### config.mk
export PLATFORM = sky130hd
export DESIGN_NAME = spw_word_map
export DESIGN_NICKNAME = d
export VERILOG_FILES = /design/src/logic/spw_pkg.sv /design/src/logic/spw_fb_div.sv /design/src/logic/spw_word_map.sv
export SDC_FILE = /design/constraint.sdc
export NUM_CORES = 1
export LEC_CHECK = 0
export ABC_AREA = 1
export BUFFER_PORTS_ARGS = -buffer_cell sky130_fd_sc_hd__buf_2
export CAP_MARGIN = 20
export CORE_UTILIZATION = 40
export CTS_BUF_LIST = sky130_fd_sc_hd__clkbuf_4 sky130_fd_sc_hd__clkbuf_8
export DETAILED_ROUTE_END_ITERATION = 6
export HOLD_SLACK_MARGIN = 0.06
export PLACE_DENSITY = 0.57
export SYNTH_ARGS = -nofsm -noshare
export SYNTH_HDL_FRONTEND = slang
export SYNTH_SLANG_ARGS = --single-unit
### constraint.sdc
create_clock -name ref_clk -period 4.8 [get_ports ref_clk]
set_input_delay 0.24 -clock ref_clk [delete_from_list [all_inputs] [get_ports ref_clk]]
set_output_delay 0.24 -clock ref_clk [all_outputs]
set_load 0.02 [all_outputs]
### src/logic/spw_pkg.sv
// Shared constants and types of the synthesizer programming word map
package spw_pkg;

  // ------------------------------------------------------------
  // Bus register byte offsets
  // ------------------------------------------------------------
  localparam logic [7:0] PROG_OFS = 8'h00;  // Programming word entry
  localparam logic [7:0] CTRL_OFS = 8'h04;  // Block control
  localparam logic [7:0] STAT_OFS = 8'h08;  // Block status
  localparam logic [7:0] NDIV_OFS = 8'h0c;  // Assembled feedback divider
  localparam logic [7:0] NUM_OFS  = 8'h10;  // Effective numerator
  localparam logic [7:0] DEN_OFS  = 8'h14;  // Effective denominator
  localparam logic [7:0] BANK_OFS = 8'h40;  // Word readback, 4 bytes per code

  // ------------------------------------------------------------
  // Word select codes
  // ------------------------------------------------------------
  localparam logic [3:0] CODE_W0  = 4'h0;
  localparam logic [3:0] CODE_W1  = 4'h1;
  localparam logic [3:0] CODE_W2  = 4'h2;
  localparam logic [3:0] CODE_W3  = 4'h3;
  localparam logic [3:0] CODE_W4  = 4'h4;
  localparam logic [3:0] CODE_W5  = 4'h5;
  localparam logic [3:0] CODE_W6  = 4'h6;
  localparam logic [3:0] CODE_W7  = 4'h7;
  localparam logic [3:0] CODE_W8  = 4'h8;
  localparam logic [3:0] CODE_W9  = 4'h9;
  localparam logic [3:0] CODE_W12 = 4'hc;

  // ------------------------------------------------------------
  // Field positions inside the 20-bit data payload
  // ------------------------------------------------------------
  localparam int W0_NLO_POS   = 12;  // Divider bits 7..0
  localparam int W0_NUMLO_POS = 0;   // Numerator bits 11..0
  localparam int W1_NUMHI_POS = 0;   // Numerator bits 21..12
  localparam int W1_NHI_POS   = 10;  // Divider bits 10..8
  localparam int W1_ICP_POS   = 13;  // Pump current
  localparam int W2_REF_POS   = 0;   // Reference divider
  localparam int W2_DENLO_POS = 6;   // Denominator bits 11..0
  localparam int W3_DENHI_POS = 0;   // Denominator bits 21..12
  localparam int W3_TPIN_POS  = 10;  // Test pin select
  localparam int W3_ORDER_POS = 14;  // Modulator order
  localparam int W3_DITH_POS  = 16;  // Dither
  localparam int W3_WIDE_POS  = 18;  // Wide fraction select
  localparam int W3_HALF_POS  = 19;  // Output halving
  localparam int W5_SRST_POS  = 14;  // Soft reset

  // ------------------------------------------------------------
  // Values after reset, limits and counts
  // ------------------------------------------------------------
  localparam logic [19:0] WORD_RST     = 20'h00000;
  localparam logic [31:0] CTRL_RST     = 32'h00000000;
  localparam logic [21:0] FRAC_NARROW  = 22'h000fff;  // 4095
  localparam logic [21:0] FRAC_WIDE    = 22'h3fffff;  // 4194303
  localparam logic [4:0]  PRESC_BASE   = 5'h10;       // Prescaler base 16
  localparam logic [11:0] CAL_CYCLES   = 12'h040;     // Calibration length

  // ------------------------------------------------------------
  // Types
  // ------------------------------------------------------------
  typedef enum logic [1:0] {
    CAL_IDLE = 2'b01,
    CAL_RUN  = 2'b10
  } spw_cal_t;

  typedef struct packed {
    logic [10:0] nDiv;
    logic [21:0] numerator;
    logic [21:0] denominator;
    logic [5:0]  refDiv;
    logic [3:0]  pumpCurrent;
    logic [1:0]  order;
    logic [1:0]  dither;
    logic [3:0]  testPinSel;
    logic        wide_fraction_select;
    logic        halfOut;
    logic        softReset;
  } spw_fields_t;

endpackage

### src/logic/spw_fb_div.sv
// Feedback divider built from A, B and C counters around a 16/17/20/21 prescaler
`timescale 1ns/1ns
`default_nettype none
module spw_fb_div (
  input  wire logic        ref_clk,
  input  wire logic        arst_n,
  input  wire logic        enable,
  input  wire logic        vcoTick,
  input  wire logic [10:0] nDiv,
  output var  logic        fbPulse
);

  logic [6:0] cIdx;
  logic [4:0] pCnt;
  logic [6:0] cVal;
  logic [1:0] bVal;
  logic [1:0] aVal;
  logic [4:0] modulus;
  logic       presEnd;
  logic       cycEnd;

  // ------------------------------------------------------------
  // Counter split and prescaler modulus
  // ------------------------------------------------------------
  assign cVal    = nDiv[10:4];
  assign bVal    = nDiv[3:2];
  assign aVal    = nDiv[1:0];
  assign modulus = spw_pkg::PRESC_BASE
                 + ((cIdx < {5'h00, bVal}) ? 5'h04 : 5'h00)
                 + ((cIdx < {5'h00, aVal}) ? 5'h01 : 5'h00);
  assign presEnd = (pCnt == modulus - 5'h01);
  assign cycEnd  = presEnd && (cIdx == cVal - 7'h01);

  // Count input ticks through C prescaler cycles
  always_ff @(posedge ref_clk or negedge arst_n) begin
    if (!arst_n) begin
      pCnt    <= 5'h00;
      cIdx    <= 7'h00;
      fbPulse <= 1'b0;
    end else begin
      fbPulse <= 1'b0;
      if (!enable) begin
        pCnt <= 5'h00;
        cIdx <= 7'h00;
      end else if (vcoTick) begin
        pCnt <= presEnd ? 5'h00 : pCnt + 5'h01;
        if (cycEnd) begin
          cIdx    <= 7'h00;
          fbPulse <= 1'b1;
        end else if (presEnd) begin
          cIdx <= cIdx + 7'h01;
        end
      end
    end
  end

endmodule // spw_fb_div
`default_nettype wire

### src/logic/spw_word_map.sv
// Programming word map of the synthesizer behind an AHB-Lite slave
// Operation
// Every word-zero write starts VCO calibration; other words never do.
// Numerator joins low part from word zero and upper part from word one.
// Wide select clear: numerator 0..4095, word-one upper bits ignored.
// Wide select set: full 22-bit numerator, 0..4194303.
// Host keeps numerator restrictions when reference divider is 16 or 32.
// Feedback divider is 11 bits: 8 low from word zero, 3 high from word one.
// Divider realised by A, B, C counters with 16/17/20/21 prescaler.
// Host avoids divider below 48, 52..54, above 2039; 48..51 order one only.
// Word is 20 data bits plus 4-bit select code, routed by that code.
// Host writes words in the cold-start order.
// Host waits 10 ms after last word-five write before word one.
// Host writes words nine, twelve and constant bits as fixed patterns.
//
// Decided for this implementation: the placing of the registers and the AHB-Lite slave port.
`timescale 1ns/1ns
`default_nettype none
module spw_word_map (
  input  wire logic               ref_clk,
  input  wire logic               arst_n,
  input  wire logic               hsel,
  input  wire logic [31:0]        haddr,
  input  wire logic [1:0]         htrans,
  input  wire logic               hwrite,
  input  wire logic [2:0]         hsize,
  input  wire logic [31:0]        hwdata,
  input  wire logic               hready,
  output logic                    hreadyout,
  output var  logic [31:0]        hrdata,
  output logic                    hresp,
  input  wire logic               vcoTick,
  output var  spw_pkg::spw_fields_t fields,
  output var  logic               calStart,
  output logic                    calBusy,
  output logic                    fbPulse
);

  // ------------------------------------------------------------
  // Declarations
  // ------------------------------------------------------------
  logic [19:0]       bank [0:15];
  logic [23:0]       lastWord;
  logic              fbEnable;
  logic              badCode;
  logic [7:0]        calCount;
  logic [11:0]       calTimer;
  spw_pkg::spw_cal_t calState;
  spw_pkg::spw_cal_t next_calState;
  logic              dpWrite;
  logic              dpRead;
  logic [7:0]        dpAddr;
  logic              readPend;
  logic              accept;
  logic              progWrite;
  logic              ctrlWrite;
  logic [23:0]       progWord;
  logic [3:0]        progCode;
  logic              codeOk;
  logic              startCal;
  logic [10:0]       nDivAsm;
  logic [21:0]       numFull;
  logic [21:0]       numEff;
  logic [21:0]       denFull;
  logic [21:0]       denEff;
  logic              wideSel;
  logic [31:0]       readMux;
  logic [31:0]       statWord;
  logic [3:0]        bankIdx;
  logic              bankHit;
  spw_pkg::spw_fields_t next_fields;

  // ------------------------------------------------------------
  // Decoding helpers
  // ------------------------------------------------------------

  // True for the eleven codes that select a stored word
  function automatic logic isWordCode(input logic [3:0] code);
    case (code)
      spw_pkg::CODE_W0, spw_pkg::CODE_W1, spw_pkg::CODE_W2,
      spw_pkg::CODE_W3, spw_pkg::CODE_W4, spw_pkg::CODE_W5,
      spw_pkg::CODE_W6, spw_pkg::CODE_W7, spw_pkg::CODE_W8,
      spw_pkg::CODE_W9, spw_pkg::CODE_W12: isWordCode = 1'b1;
      default:                             isWordCode = 1'b0;
    endcase
  endfunction

  // Select a narrow or wide fraction word
  function automatic logic [21:0] fracSel(input logic wide,
                                          input logic [21:0] full);
    fracSel = wide ? (full & spw_pkg::FRAC_WIDE)
                   : (full & spw_pkg::FRAC_NARROW);
  endfunction

  // ------------------------------------------------------------
  // Bus address phase decode
  // ------------------------------------------------------------
  assign accept    = hsel && hready && htrans[1];
  assign hreadyout = !readPend;      // Reads take one wait state
  assign hresp     = 1'b0;           // Always OKAY

  // Latch the address phase for the following data phase
  always_ff @(posedge ref_clk or negedge arst_n) begin
    if (!arst_n) begin
      dpWrite <= 1'b0;
      dpRead  <= 1'b0;
      dpAddr  <= 8'h00;
    end else if (hready) begin
      dpWrite <= accept && hwrite;
      dpRead  <= accept && !hwrite;
      dpAddr  <= haddr[7:0];
    end
  end

  // Wait-state flag for read data phases
  always_ff @(posedge ref_clk or negedge arst_n) begin
    if (!arst_n) begin
      readPend <= 1'b0;
    end else begin
      readPend <= accept && !hwrite && !readPend;
    end
  end

  // ------------------------------------------------------------
  // Programming word entry
  // ------------------------------------------------------------
  assign progWrite = dpWrite && (dpAddr == spw_pkg::PROG_OFS);
  assign ctrlWrite = dpWrite && (dpAddr == spw_pkg::CTRL_OFS);
  assign progWord  = hwdata[23:0];
  assign progCode  = progWord[3:0];
  assign codeOk    = isWordCode(progCode);
  assign startCal  = progWrite && (progCode == spw_pkg::CODE_W0);

  // Route the payload to the word named by the select code
  always_ff @(posedge ref_clk or negedge arst_n) begin
    if (!arst_n) begin
      for (int i = 0; i < 16; i++) begin
        bank[i] <= spw_pkg::WORD_RST;
      end
      lastWord <= 24'h000000;
    end else if (progWrite) begin
      lastWord <= progWord;
      if (codeOk) begin
        bank[progCode] <= progWord[23:4];
      end
    end
  end

  // Control register and sticky bad-code flag
  always_ff @(posedge ref_clk or negedge arst_n) begin
    if (!arst_n) begin
      fbEnable <= spw_pkg::CTRL_RST[0];
      badCode  <= 1'b0;
    end else begin
      if (ctrlWrite) begin
        fbEnable <= hwdata[0];
      end
      if (progWrite && !codeOk) begin
        badCode <= 1'b1;               // Set wins over clear
      end else if (ctrlWrite && hwdata[1]) begin
        badCode <= 1'b0;
      end
    end
  end

  // ------------------------------------------------------------
  // Field assembly
  // ------------------------------------------------------------
  assign wideSel = bank[spw_pkg::CODE_W3][spw_pkg::W3_WIDE_POS];
  assign nDivAsm = {bank[spw_pkg::CODE_W1][spw_pkg::W1_NHI_POS +: 3],
                    bank[spw_pkg::CODE_W0][spw_pkg::W0_NLO_POS +: 8]};
  assign numFull = {bank[spw_pkg::CODE_W1][spw_pkg::W1_NUMHI_POS +: 10],
                    bank[spw_pkg::CODE_W0][spw_pkg::W0_NUMLO_POS +: 12]};
  assign numEff  = fracSel(wideSel, numFull);
  assign denFull = {bank[spw_pkg::CODE_W3][spw_pkg::W3_DENHI_POS +: 10],
                    bank[spw_pkg::CODE_W2][spw_pkg::W2_DENLO_POS +: 12]};
  assign denEff  = fracSel(wideSel, denFull);

  // Gather every decoded field
  always_comb begin
    next_fields             = '0;
    next_fields.nDiv        = nDivAsm;
    next_fields.numerator   = numEff;
    next_fields.denominator = denEff;
    next_fields.refDiv      = bank[spw_pkg::CODE_W2][spw_pkg::W2_REF_POS +: 6];
    next_fields.pumpCurrent = bank[spw_pkg::CODE_W1][spw_pkg::W1_ICP_POS +: 4];
    next_fields.order       = bank[spw_pkg::CODE_W3][spw_pkg::W3_ORDER_POS +: 2];
    next_fields.dither      = bank[spw_pkg::CODE_W3][spw_pkg::W3_DITH_POS +: 2];
    next_fields.testPinSel  = bank[spw_pkg::CODE_W3][spw_pkg::W3_TPIN_POS +: 4];
    next_fields.wide_fraction_select = wideSel;
    next_fields.halfOut     = bank[spw_pkg::CODE_W3][spw_pkg::W3_HALF_POS];
    next_fields.softReset   = bank[spw_pkg::CODE_W5][spw_pkg::W5_SRST_POS];
  end

  // Registered field outputs
  always_ff @(posedge ref_clk or negedge arst_n) begin
    if (!arst_n) begin
      fields <= '0;
    end else begin
      fields <= next_fields;
    end
  end

  // ------------------------------------------------------------
  // VCO frequency calibration sequencer
  // ------------------------------------------------------------
  assign calBusy = (calState == spw_pkg::CAL_RUN);

  // Next state: any word-zero write (re)launches a run
  always_comb begin
    case (calState)
      spw_pkg::CAL_IDLE:
        next_calState = startCal ? spw_pkg::CAL_RUN : spw_pkg::CAL_IDLE;
      spw_pkg::CAL_RUN:
        next_calState = (calTimer == 12'h001 && !startCal)
                      ? spw_pkg::CAL_IDLE : spw_pkg::CAL_RUN;
      default:
        next_calState = spw_pkg::CAL_IDLE;
    endcase
  end

  // State, run timer, start pulse and run counter
  always_ff @(posedge ref_clk or negedge arst_n) begin
    if (!arst_n) begin
      calState <= spw_pkg::CAL_IDLE;
      calTimer <= 12'h000;
      calStart <= 1'b0;
      calCount <= 8'h00;
    end else begin
      calState <= next_calState;
      calStart <= startCal;
      if (startCal) begin
        calTimer <= spw_pkg::CAL_CYCLES;
        calCount <= calCount + 8'h01;
      end else if (calTimer != 12'h000) begin
        calTimer <= calTimer - 12'h001;
      end
    end
  end

  // ------------------------------------------------------------
  // Feedback divider
  // ------------------------------------------------------------
  spw_fb_div u_fbDiv (
    .ref_clk (ref_clk),
    .arst_n  (arst_n),
    .enable  (fbEnable),
    .vcoTick (vcoTick),
    .nDiv    (fields.nDiv),
    .fbPulse (fbPulse)
  );

  // ------------------------------------------------------------
  // Read data
  // ------------------------------------------------------------
  assign statWord = {16'h0000, calCount, 6'h00, badCode, calBusy};
  assign bankHit  = (dpAddr[7:6] == spw_pkg::BANK_OFS[7:6]);
  assign bankIdx  = dpAddr[5:2];

  // Select the word for the pending read
  always_comb begin
    readMux = 32'h00000000;
    if (bankHit) begin
      readMux = isWordCode(bankIdx) ? {8'h00, bank[bankIdx], bankIdx}
                                    : 32'h00000000;
    end else begin
      case (dpAddr)
        spw_pkg::PROG_OFS: readMux = {8'h00, lastWord};
        spw_pkg::CTRL_OFS: readMux = {31'h00000000, fbEnable};
        spw_pkg::STAT_OFS: readMux = statWord;
        spw_pkg::NDIV_OFS: readMux = {21'h000000, fields.nDiv};
        spw_pkg::NUM_OFS:  readMux = {10'h000, fields.numerator};
        spw_pkg::DEN_OFS:  readMux = {10'h000, fields.denominator};
        default:           readMux = 32'h00000000;
      endcase
    end
  end

  // Read data registered in the wait cycle
  always_ff @(posedge ref_clk or negedge arst_n) begin
    if (!arst_n) begin
      hrdata <= 32'h00000000;
    end else if (readPend) begin
      hrdata <= readMux;
    end
  end

endmodule // spw_word_map
`default_nettype wire

## After elaboration in Yosys (flattened, before gate mapping)

Memory sizes are Yosys's and may differ from the RTL's.
Index checks and enable logic that the tools add are counted.

- Add/sub/neg operators: 8
- $mul: 0
- Divide/modulo/power cells: 0
- Order comparisons: 5
- Eq/ne operators: 13
- Shift-type cells: 0
- Mux-type cells: 31
- Bitwise operators: 2
- Reduce and logical (&&, ||, !) cells: 24

Operator list:

| operator | count |
|---|---|
| 320-bit bitwise mux | 1 |
| 24-bit case mux with 6 select lines | 1 |
| 20-bit binary-select mux with 4-bit select | 1 |
| 20-bit demux with 4-bit select | 1 |
| 20-bit two-way mux | 3 |
| 24-bit two-way mux | 2 |
| 22-bit two-way mux | 2 |
| 7-bit two-way mux | 4 |
| 12-bit two-way mux | 2 |
| 8-bit by 4-bit equality test with 1-bit output (second input constant) | 2 |
| 8-bit by 5-bit equality test with 1-bit output (second input constant) | 2 |
| 5-bit two-way mux | 3 |
| 7-bit by 2-bit less-than comparator with 1-bit output | 2 |
| 1-bit logical AND | 13 |
| 12-bit by 1-bit equality test with 1-bit output (second input constant) | 1 |
| 12-bit nonzero test | 1 |
| 12-bit by 1-bit subtractor with 12-bit output (second input constant) | 1 |
| 5-bit >= comparator (second input constant) | 2 |
| 4-bit inverter with 5-bit output | 2 |
| 8-bit by 1-bit adder with 8-bit output (second input constant) | 1 |
| 8-bit by 3-bit equality test with 1-bit output (second input constant) | 1 |
| 8-bit zero test | 1 |
| 7-bit by 1-bit adder with 7-bit output (second input constant) | 1 |
| 7-bit equality test | 1 |
| other kinds (19) | 32 |

- Register bits: 500
- Bits in latches: 0
- Bits in writable memories: 0
- Memory bits (read-only): 32
- Input bits: 75
- Output and inout bits: 113
- Logic and storage cells: 126
- Memories: 2

Memory list:

| name | depth | bits a word | rd ports | clocked after Yosys merged registers in | wr ports | RTL line | RTL |
|---|---|---|---|---|---|---|---|
| (name not given) | 16 | 1 | 1 | 0 | 0 | spw_word_map.sv:79 | `case (code)` |
| (name not given) | 16 | 1 | 1 | 0 | 0 | spw_word_map.sv:79 |  |

## Logic depth before layout (Yosys ltp)

Gate-level depths: netlist (run 1).

- Depth in word-level cells: 10
- Gate-level depth with buffers: 14
- Mapped depth without buffers: 14

## By module

From an unflattened synthesis (run 1), not the netlist that was laid out.

- Cell total of the unflattened synthesis: 2,732
- Area total of the unflattened synthesis: 21,738.3 µm²

Modules (own cells, without submodules):

| module | times used | cells each | area each (µm²) | seq. area each (µm²) |
|---|---|---|---|---|
| spw_word_map | 1 | 2,558 | 20,618.5 | 11,987.7 |
| spw_fb_div | 1 | 174 | 1,119.8 | 325.3 |

## Worst setup path after synthesis (run 1)

No wires, ideal clock.

- Kind: reg-to-reg
- From: register fields[66] in the netlist's numbering
- To: register u_fbDiv.cIdx[1]
- Library setup time: 0.117 ns
- Data arrival time: 1.791 ns
- Required time: 4.683 ns
- Setup slack: 2.892 ns
- Stages on the path, launching flop included: 14
- Buffers on the path: 0
- Period minus slack after synthesis: 1.908 ns
- Path through: dfrtp_1 -> inv_1 -> ha_1 -> or2_0 -> nor2_1 -> nand2_1 -> nand2_1 -> o21ai_0 -> nor2_1 -> nand3_2 -> nand2_1 -> nand2_1 -> nand2_1 -> nand2_1

- Word-level cells in the longest chain between the ends: 9
- Elaborated cells between the ends (all ways): 11
- Those cells by class: add/sub: 2; order compare: 1; eq/ne: 2; mux: 4; reduce/logical: 2

RTL lines:

| element | RTL line | RTL |
|---|---|---|
| start: declaration | spw_word_map.sv:33 | `output var spw_pkg::spw_fields_t fields,` |
| start signal: assignment | spw_word_map.sv:200 | `fields <= next_fields;` |
| 7-bit by 2-bit less-than comparator with 1-bit output * | spw_fb_div.sv:30 | `+ ((cIdx < {5'h00, aVal}) ? 5'h01 : 5'h00);` |
| 1-bit two-way mux * | spw_fb_div.sv:30 |  |
| 5-bit adder * | spw_fb_div.sv:30 |  |
| 5-bit by 1-bit subtractor with 5-bit output * | spw_fb_div.sv:31 | `assign presEnd = (pCnt == modulus - 5'h01);` |
| 5-bit equality test * | spw_fb_div.sv:31 |  |
| 1-bit logical AND | spw_fb_div.sv:32 | `assign cycEnd = presEnd && (cIdx == cVal - 7'h01);` |
| 7-bit two-way mux | spw_fb_div.sv:47 | `if (cycEnd) begin` |
| 7-bit two-way mux | spw_fb_div.sv:45 | `end else if (vcoTick) begin` |
| 7-bit two-way mux | spw_fb_div.sv:42 | `if (!enable) begin` |
| end signal: assignment | spw_fb_div.sv:51 | `cIdx <= cIdx + 7'h01;` |
| end: declaration | spw_fb_div.sv:13 | `logic [6:0] cIdx;` |

Mark *: on every way between the ends. The rest lies on a longest branch, timed or not. The select of a mux whose other input is x is not followed.
A chain may end at the register's enable or synchronous reset.

## Worst setup path in the final report (run 1)

- From: register dpAddr[4]
- To: register bank[280] in the netlist's numbering

- Word-level cells in the longest chain between the ends: 3

RTL lines:

| element | RTL line | RTL |
|---|---|---|
| start: declaration | spw_word_map.sv:52 | `logic [7:0] dpAddr;` |
| start signal: assignment | spw_word_map.sv:111 | `dpAddr <= haddr[7:0];` |
| 8-bit zero test | spw_word_map.sv:127 | `assign progWrite = dpWrite && (dpAddr == spw_pkg::PROG_OFS);` |
| 1-bit logical AND | spw_word_map.sv:127 |  |
| 2-bit AND reduction (no line) | - |  |
| end signal: indexed assignment | spw_word_map.sv:138 | `bank[i] <= spw_pkg::WORD_RST;` |
| end signal: indexed assignment | spw_word_map.sv:144 | `bank[progCode] <= progWord[23:4];` |
| end: declaration | spw_word_map.sv:42 | `logic [19:0] bank [0:15];` |

Every way passes these cells.

==> results of run 1 <==
kinds of logic (layout without fill, tap and decap cells):
| logic type | Yosys count | after routing | share of synthesized area (%) |
|---|---|---|---|
| buffers and inverters | 375 | 488 | 7.31 |
| AOI/OAI and AO/OA | 459 | 459 | 13.1 |
| muxes | 2 | 2 | 0.110 |
| and+or+nand+nor | 861 | 861 | 17.4 |
| DFF | 492 | 492 | 60.3 |
| other | 1 | 9 | 0.0184 |
| adders and majority gates | 10 | 10 | 0.613 |
| xor gates and xnor gates | 25 | 25 | 1.14 |
flip-flops by register name, summed over array words and instances, names as in the netlist:
register / cells
dpAddr: 8
fields: 76
calCount: 8
badCode: 1
dpWrite: 1
u_fbDiv.cIdx: 7
calState: 2
u_fbDiv.fbPulse: 1
hrdata: 24
u_fbDiv.pCnt: 5
calStart: 1
bank: 320
fbEnable: 1
lastWord: 24
readPend: 1
calTimer: 12
power groups by stage:
stage                     logic, mW  registers [mW]  clock network (mW)
after floorplan               0.519            4.54                   0
after global placement        0.887            4.53                   0
after detailed placement      0.905            4.53                   0
after CTS                     0.933            4.46                3.99
after global routing           1.04            4.48                4.18
final                         0.923            4.46                3.91
through the flow:
step                area [um2]  power, mW  std cells
floorplan                20400       5.06       2233
global placement         21300       5.42       2834
detailed placement       21300       5.44       2834
CTS                      23400       9.38       3018
global route             23400       9.70       3018
finish                   23400       9.30       3018
worst register-to-register path, delay by kind of cell (launching register included):
kind                   cells  cell delay, ps
AOI/OAI and AO/OA          1              60
buffers and inverters      1             470
DFF                        1             400
and+or+nand+nor            7            2340
how the worst max path moves through the flow:
| stage | start | cells after the start | to |
|---|---|---|---|
| floorplan | fields[66] | 13 | u_fbDiv.cIdx[1] |
| global placement | dpAddr[4] | 12 | calCount[6] |
| detailed placement | dpAddr[4] | 9 | bank[299] |
| CTS | dpAddr[4] | 9 | bank[299] |
| global route | dpAddr[4] | 9 | bank[283] |
| finish | dpAddr[4] | 9 | bank[280] |
cell usage after synthesis (3+ instances only):
library cell    n
a211oi_1       20
a21oi_1        35
a22oi_1        95
a31oi_1         4
buf_2          15
buf_4          12
clkbuf_1      211
dfrtp_1       491
ha_1           10
inv_1         126
inv_2           3
nand2_1       646
nand3_1        65
nand3b_1        3
nand4_1        35
nor2_1         77
nor2_4          4
nor3_1         11
nor4_1          3
o211ai_1       15
o21ai_0       186
o21ai_1        92
o21bai_1        3
o22ai_1         5
xnor2_1         6
xor2_1         18
cell type report:
class | instances | area (um2) | area share, %
Clock buffer | 135 | 1670 | 7.15
Clock inverter | 14 | 87.6 | 0.375
Inverter | 132 | 499 | 2.14
Multi-Input combinational cell | 1366 | 6640 | 28.4
Sequential cell | 492 | 12300 | 52.7
Tap cell | 672 | 841 | 3.60
Timing Repair Buffer | 207 | 1320 | 5.65
per-layer routing:
metal	wire length [um]	up-vias	track usage, %
met2	26300	551	35.0
met3	4220	92	4.39
met1	27100	7560	33.7
li1	-	7303	-
met5	0	-	0
met4	1460	0	7.97
==> impl_metrics.py, run 1 <==
metrics = {
    "pwr": {
        "ir_drop_v": 0.000186,
        "clkPwrFrac_pct": 42.1,
        "internal_power_mw": 6.79,
        "powerDensity_mw_per_mm2": 398,
        "p_seq_share_pct": 48.0,
        "p_sw_mw": 2.51,
        "p_leak_nw": 11.8,
        "combinationalPowerShare_pct": 9.9,
        "swShare_pct": 27.0,
    },
    "yosys": {
        "synth_cell_types": 51,
        "ys_seq_elements": 492,
        "ys.flop_type": "dfrtp_1",
        "synth_edf_count": 0,
        "synth.top_cell.area_share_pct": 60.2,
        "synthCells": 2225,
        "synthArstFlopShare_pct": 100,
        "synth.area.top_cells": "dfrtp_1, nand2_1, o21ai_0",
        "ys_warn_count": 0,
        "ys_seq_area_share_pct": 60.3,
        "synth_top_area_cell": "dfrtp_1",
        "syn-cell-area_mm2": 0.0204,
        "synth.avg_cell_area_um2": 9.17,
    },
    "finish": {
        "final_common_cell": "nand2_1",
        "nFillCells": 4810,
        "fin_util_pct": 46.5,
        "drive_above_1_share_pct": 14.7,
        "syn_to_final_growth_pct": 14.5,
        "finalNetCount": 2366,
        "layout_common_cells": "nand2_1, dfrtp_1, o21ai_0",
        "antenna_cells": 0,
    },
    "timing": {
        "fin_tns_setup_ps": 0,
        "hold_viol": 0,
        "rsz0062_at_grt": "no",
        "slew_headroom_pct": 22.9,
        "tightest_slew_ps": 1160,
        "max_freq_mhz": 293,
        "finalCritPeriodShare_pct": 71.1,
        "period_needed_ps": 3410,
        "setup_viol_count_final": 0,
        "hold_slack_ps": 94.5,
        "clock_skew_ps": 34.6,
        "fin_ws_ps": 1390,
        "slew_viol_final": 0,
    },
    "clocking": {
        "ctsHoldBuffers": 35,
        "clockRootBuffer": "clkbuf_8",
        "numCtsBuffers": 82,
        "cts_tree": "done",
        "cts.sinks": 492,
        "cts_max_level": 3,
        "post_cts_buffers": 0,
        "clk_pin_slew_ps": 60,
        "clockBufferDepth": 3,
        "ctsResizeCount": 0,
        "clock_latency_ps": 660,
    },
    "global_route": {
        "gr-usage-all-layers_pct": 23.3,
        "grt_pass1_wl_mm": 92.9,
        "antenna_found_initial": 0,
        "grt-ovfl-total": 0,
        "grt_pass1_vias": 15400,
        "grt_max_degree": 129,
    },
    "worst_setup_path": {
        "crit_top_cell": "nor2_4",
        "crit_family": "simple AND/OR/NAND/NOR gates",
        "crit_buf_inv": 1,
        "r2r-start": "dpAddr[4]",
        "critical_path_class": "reg -> reg",
        "path_max_fanout": 51,
        "slowest_delay_ps": 620,
        "reg2regPathDepth": 9,
        "arrival_ps": 3910,
        "critical_path.startpoint_type": "flop",
        "r2r_slack_ps": 1390,
        "slowest_stage": "nor2_4",
        "crit_required_ps": 5290,
        "r2r_end": "bank[280]",
        "path_cells": "nor2_4, nand3_2, nor2_4, nand2_4, nor2_4, nand3_1, buf_4, nand2_1, o21ai_1",
        "crit_path_end_kind": "flop",
    },
    "place": {
        "dpl.hpwl_mm": 38.4,
        "routabilityCongestion": 0.911,
        "dp_slack_ps": 1400,
        "port-buffer-count": 142,
    },
    "worst_hold_path": {
        "holdPathStages": 3,
        "hp-class": "in -> reg",
        "hp-start": "hwdata[8]",
        "holdPathEnd": "bank[284]",
    },
    "detailed_routing": {
        "vias_per_cell": 5.14,
        "vias": 15500,
        "detail-route-antenna-nets": 0,
        "wl_per_cell_um": 19.6,
        "drt_iter0_drc": 1315,
        "drc": 0,
        "wirelength_mm": 59.1,
        "dr.pass1.iters": 5,
    },
    "die": {
        "initial_core_util_pct": 40.6,
        "die_width_um": 228,
        "core_area_mm2": 0.0503,
        "die-area_mm2": 0.0519,
        "rows": 82,
        "io-pin-count": 188,
        "die_height_um": 228,
    },
    "flow_run": {
        "cap_violations": 0,
    },
    "run_status": {
        "status": "finished, final reports clean",
    },
}
No activity file was read; power rests on OpenSTA's default activity.
==> run 2, diff against run 1 <==
Settings changed: PLACE_DENSITY 0.57 to 0.6.
Clock period 4.8 ns to 2.9 ns, I/O delays scaled along.
==> run 2 against run 1 <==
Effect of this change: die area stayed put; combinational power rose by 73%; final cell count rose by 1.2%; critical path type unchanged; worst hold slack improved by 1.8 ps; register-to-register slack got worse by 940 ps; sequential cell count unchanged; non-clock buffer count is 39 higher; clock skew rose by 5.5 ps; sequential share of layout area shrank 0.92 points; setup slack worse by 940 ps.
==> impl_metrics.py, run 2 (same netlist as run 1, synthesis figures left out) <==
metrics = {
    "global_route": {
        "grt_max_degree": 91,
        "gr-usage-all-layers_pct": 22.9,
        "grt_pass1_wl_mm": 91.5,
        "grt-ovfl-total": 0,
        "antenna_found_initial": 0,
        "grt_pass1_vias": 15600,
    },
    "die": {
        "die-area_mm2": 0.0519,
        "rows": 82,
        "core_area_mm2": 0.0503,
        "die_height_um": 228,
        "io-pin-count": 188,
        "initial_core_util_pct": 40.6,
        "die_width_um": 228,
    },
    "place": {
        "dpl.hpwl_mm": 39.1,
        "port-buffer-count": 142,
        "routabilityCongestion": 0.886,
    },
    "worst_setup_path": {
        "crit_family": "buffers and inverters",
        "crit_buf_inv": 3,
        "slowest_stage": "inv_2",
        "critical_path_class": "reg -> reg",
        "arrival_ps": 3000,
        "path_max_fanout": 25,
        "path_cells": "inv_1, nand2_1, inv_2, buf_4, nand2_1, nand3_1, nand3b_1, nand3_1, nand3_1, nand2_1, a21oi_1",
        "crit_path_end_kind": "flop",
        "critical_path.startpoint_type": "flop",
        "slowest_delay_ps": 470,
        "crit_required_ps": 3450,
    },
    "finish": {
        "finalNetCount": 2405,
        "largest_register_ffs": 320,
        "syn_to_final_growth_pct": 16.6,
        "top_regs": "bank x320, fields x76",
        "nFillCells": 4815,
        "final_common_cell": "nand2_1",
        "drive_above_1_share_pct": 15.2,
        "max_flop_register": "bank",
        "layout_common_cells": "nand2_1, dfrtp_1, o21ai_0",
    },
    "worst_hold_path": {
        "hp-class": "in -> async",
    },
    "clocking": {
        "clk_pin_slew_ps": 60,
        "clock_latency_ps": 660,
        "numCtsBuffers": 82,
        "post_cts_buffers": 0,
        "cts.sinks": 492,
        "cts_tree": "done",
        "clockRootBuffer": "clkbuf_8",
        "cts_max_level": 3,
        "clockBufferDepth": 3,
    },
    "timing": {
        "slew_viol_final": 0,
        "slew_headroom_pct": 34.8,
        "period_needed_ps": 2450,
        "finalCritPeriodShare_pct": 84.5,
        "clock_skew_ps": 40.0,
        "rsz0062_at_grt": "no",
        "fin_tns_setup_ps": 0,
        "max_freq_mhz": 408,
        "hold_viol": 0,
        "setup_viol_count_final": 0,
        "tightest_slew_ps": 978,
    },
    "pwr": {
        "p_total_mw": 15.4,
        "ir_drop_v": 0.000263,
        "powerDensity_mw_per_mm2": 647,
        "p_leak_nw": 12.0,
    },
    "detailed_routing": {
        "detail-route-antenna-nets": 0,
        "vias_per_cell": 5.15,
        "wirelength_mm": 58.5,
        "wl_per_cell_um": 19.2,
        "drc": 0,
        "vias": 15700,
        "dr.pass1.iters": 6,
        "drt_iter0_drc": 1435,
    },
    "flow_run": {
        "cap_violations": 0,
    },
    "run_status": {
        "status": "finished, final reports clean",
    },
}
## run 2: cell types whose count changed in the layout (fill, tap and decap cells not counted)
cell / change
clkbuf_4: -7
diode_2: +2
inv_6: -2
buf_12: +7
buf_4: +14
clkinv_4: +1
dlygate4sd3_1: +18
clkinv_2: -1
bufinv_16: +1
clkinvlp_4: +3
## run 2: per-layer routing
layer | share of wire [%] | GRT usage (%)
met5 | 0 | 0
met3 | 7.9 | 5.05
met1 | 44 | 31.9
met4 | 3.7 | 10.1
met2 | 44 | 34.3
## run 2: worst paths after layout
kind                                   endpoint  depth (start not counted)       from  slack, ps
worst min-delay path                  hrdata[5]                          2     arst_n        100
min in group ref_clk            u_fbDiv.fbPulse                          3    vcoTick        340
worst max-delay path                 hrdata[19]                         11  dpAddr[2]        450
worst max register to register       hrdata[19]                         11  dpAddr[2]        450
max in group asynchronous              bank[49]                          3     arst_n       1850
worst min register to register          bank[9]                          0    bank[9]        370
## run 2: timing repair
item,in CTS,in global routing
gates resized for setup,0,0
endpoints found under the setup margin,0,0
hold endpoints to repair,648,0
hold buffers,53,0
## run 2: report_power, final
| group | switching, mW | leakage, nW | internal [mW] |
|---|---|---|---|
| clock | 2.79 | 0.920 | 3.64 |
| sequential | 0.237 | 6.60 | 7.14 |
| combinational | 1.09 | 4.51 | 0.508 |
| total | 4.12 | 12.0 | 11.3 |
## run 2: cell type report
type	instances	area [um2]	area share [%]
Sequential cell	492	12300	51.8
Multi-Input combinational cell	1366	6640	27.9
Timing Repair Buffer	246	1750	7.34
Clock buffer	128	1620	6.80
Tap cell	672	841	3.53
Inverter	132	499	2.10
Clock inverter	16	126	0.531
Antenna cell	2	5.00	0.0210
## run 2: stage by stage
stage / instances / instance area (um2) / hold slack [ps] / setup slack, ps / utilization (%)
detailed placement: 2855 / 21500 / 169 / 483 / 42.8
global route: 3052 / 23800 / 144 / 232 / 47.3
floorplan: 2233 / 20400 / -151 / 992 / -
finish: 3054 / 23800 / 96.3 / 451 / 47.3
CTS: 3052 / 23800 / 77.7 / 442 / 47.3
global placement: 2855 / 21500 / 163 / 486 / 42.8
==> run 3, diff against run 2 <==
Settings changed: PLACE_DENSITY 0.6 to 0.57.
Clock period 2.9 ns to 2.4 ns, I/O delays scaled along.
==> run 3 against run 2 <==
Effect of this change: via count up 0.75%; non-clock buffer count up 29; die area unchanged; routed wire length up 3.7%; critical endpoint is now calTimer[4]; largest cell class unchanged; highest routed layer unchanged.
==> impl_metrics.py, run 3 (same netlist as run 1, synthesis figures left out) <==
metrics = {
    "timing": {
        "setup_viol_count_final": 0,
        "tightest_slew_ps": 755,
        "slew_viol_final": 0,
        "slew_headroom_pct": 49.6,
        "max_freq_mhz": 440,
        "fin_ws_ps": 127,
        "rsz0062_at_grt": "no",
        "period_needed_ps": 2270,
        "finalCritPeriodShare_pct": 94.7,
        "hold_viol": 0,
        "fin_tns_setup_ps": 0,
        "clock_skew_ps": 32.4,
    },
    "worst_setup_path": {
        "crit_buf_inv": 3,
        "path_max_fanout": 4,
        "path_cells": "nor2_2, nand2_1, nor2_4, nand2_4, nor4_1, dlygate4sd3_1, buf_4, a21oi_1, o21ai_0, inv_1",
        "critical_path_class": "reg -> reg",
        "slowest_stage": "dlygate4sd3_1",
        "slowest_delay_ps": 610,
        "arrival_ps": 2820,
        "critical_path.startpoint_type": "flop",
        "crit_path_end_kind": "flop",
        "crit_family": "buffers and inverters",
        "crit_required_ps": 2950,
        "r2r_slack_ps": 130,
    },
    "place": {
        "postPlaceCellArea_mm2": 0.0218,
        "dp_slack_ps": 254,
        "routabilityCongestion": 0.927,
        "dpl.hpwl_mm": 40.5,
        "port-buffer-count": 142,
    },
    "global_route": {
        "antenna_found_initial": 1,
        "grt-ovfl-total": 0,
        "grt_pass1_vias": 15500,
        "grt_max_degree": 81,
        "grt_pass1_wl_mm": 94.2,
        "gr-usage-all-layers_pct": 23.6,
    },
    "finish": {
        "layout_common_cells": "nand2_1, dfrtp_1, o21ai_0",
        "design_area_mm2": 0.0241,
        "max_flop_register": "bank",
        "drive_above_1_share_pct": 16.2,
        "largest_register_ffs": 320,
        "final_common_cell": "nand2_1",
        "finalNetCount": 2435,
        "syn_to_final_growth_pct": 17.8,
        "top_regs": "bank x320, fields x76",
    },
    "clocking": {
        "cts.sinks": 492,
        "cts_max_level": 3,
        "clock_latency_ps": 680,
        "cts_tree": "done",
        "clk_pin_slew_ps": 60,
        "post_cts_buffers": 0,
        "clockRootBuffer": "clkbuf_8",
        "clockBufferDepth": 3,
        "numCtsBuffers": 83,
    },
    "die": {
        "rows": 82,
        "die-area_mm2": 0.0519,
        "initial_core_util_pct": 40.6,
        "io-pin-count": 188,
        "die_height_um": 228,
        "die_width_um": 228,
        "core_area_mm2": 0.0503,
    },
    "detailed_routing": {
        "drc": 0,
        "detail-route-antenna-nets": 0,
        "drt_iter0_drc": 1510,
        "dr.pass1.iters": 6,
        "wirelength_mm": 60.7,
        "vias_per_cell": 5.14,
        "vias": 15800,
        "wl_per_cell_um": 19.7,
    },
    "pwr": {
        "p_leak_nw": 12.2,
        "powerDensity_mw_per_mm2": 773,
        "p_seq_share_pct": 48.0,
        "p_sw_mw": 5.09,
        "p_total_mw": 18.6,
        "ir_drop_v": 0.000315,
        "clkPwrFrac_pct": 41.2,
        "swShare_pct": 27.4,
        "internal_power_mw": 13.5,
        "combinationalPowerShare_pct": 10.8,
    },
    "worst_hold_path": {
        "hp-class": "in -> async",
    },
    "run_status": {
        "status": "finished, final reports clean",
    },
    "flow_run": {
        "cap_violations": 0,
    },
}
==> run 3: cell types whose count changed in the layout (fill, tap and decap cells not counted), sizes merged <==
cell	previous run	this run
dlygate4sd3	53	54
diode	2	1
clkinvlp	4	5
buf	193	221
clkinv	11	13
clkbuf	128	125
bufinv	1	0
==> run 3: stage by stage <==
| step | hold WS (ps) | cells | util, % |
|---|---|---|---|
| 3_5_place_dp | 136 | 2882 | 43.3 |
| 5_1_grt | 140 | 3081 | 47.8 |
| 3_3_place_gp | 140 | 2882 | 43.3 |
| 2_1_floorplan | -176 | 2233 | - |
| 4_1_cts | 112 | 3080 | 47.8 |
| 6_report | 156 | 3081 | 47.8 |
==> run 3: timing repair <==
| action | in CTS | in global routing |
|---|---|---|
| hold endpoints to repair | 745 | 0 |
| endpoints found under the setup margin | 0 | 2 |
| resized for setup | 0 | 2 |
| hold buffers | 55 | 0 |
==> run 3: area by class of cell <==
| type | instances | area, um2 |
|---|---|---|
| Multi-Input combinational cell | 1366 | 6650 |
| Clock buffer | 125 | 1590 |
| Sequential cell | 492 | 12300 |
| Tap cell | 672 | 841 |
| Timing Repair Buffer | 275 | 2050 |
| Inverter | 132 | 499 |
| Clock inverter | 18 | 110 |
| Antenna cell | 1 | 2.50 |
| Fill cell | 4708 | 26200 |
==> run 3: worst reg2reg max path: stages (launching register included) <==
cell	delay [ps]
dfrtp_1	390
nor2_2	220
nand2_1	150
nor2_4	160
nand2_4	100
nor4_1	200
dlygate4sd3_1	610
buf_4	170
a21oi_1	40
o21ai_0	70
inv_1	60
==> run 3: power groups by stage <==
stage               logic [mW]  registers (mW)  clock network, mW
finish                    2.01            8.91               7.66
global route              2.24            8.96               8.18
CTS                       2.02            8.91               7.83
detailed placement        1.93            9.06                  0
global placement          1.89            9.05                  0
floorplan                 1.04            9.08                  0
==> run 3: final timing paths <==
check | startpoint | to | cells past startpoint
max in group asynchronous | arst_n | bank[236] | 3
min in group ref_clk | vcoTick | u_fbDiv.fbPulse | 3
hold reg to reg | bank[40] | bank[40] | 0
setup / recovery | dpAddr[1] | calTimer[4] | 10
hold / removal | arst_n | calState[0] | 2
setup reg to reg | dpAddr[1] | calTimer[4] | 10
==> run 3: layer usage <==
layer,vias to the layer above,routed length (um),GRT usage (%),share of wire [%]
met5,-,0,0.184,0
met4,0,1480,8.33,2.4
met3,90,4300,5.59,7.1
met2,543,26900,35.3,44
met1,7748,28000,33.6,46
li1,7454,-,-,-
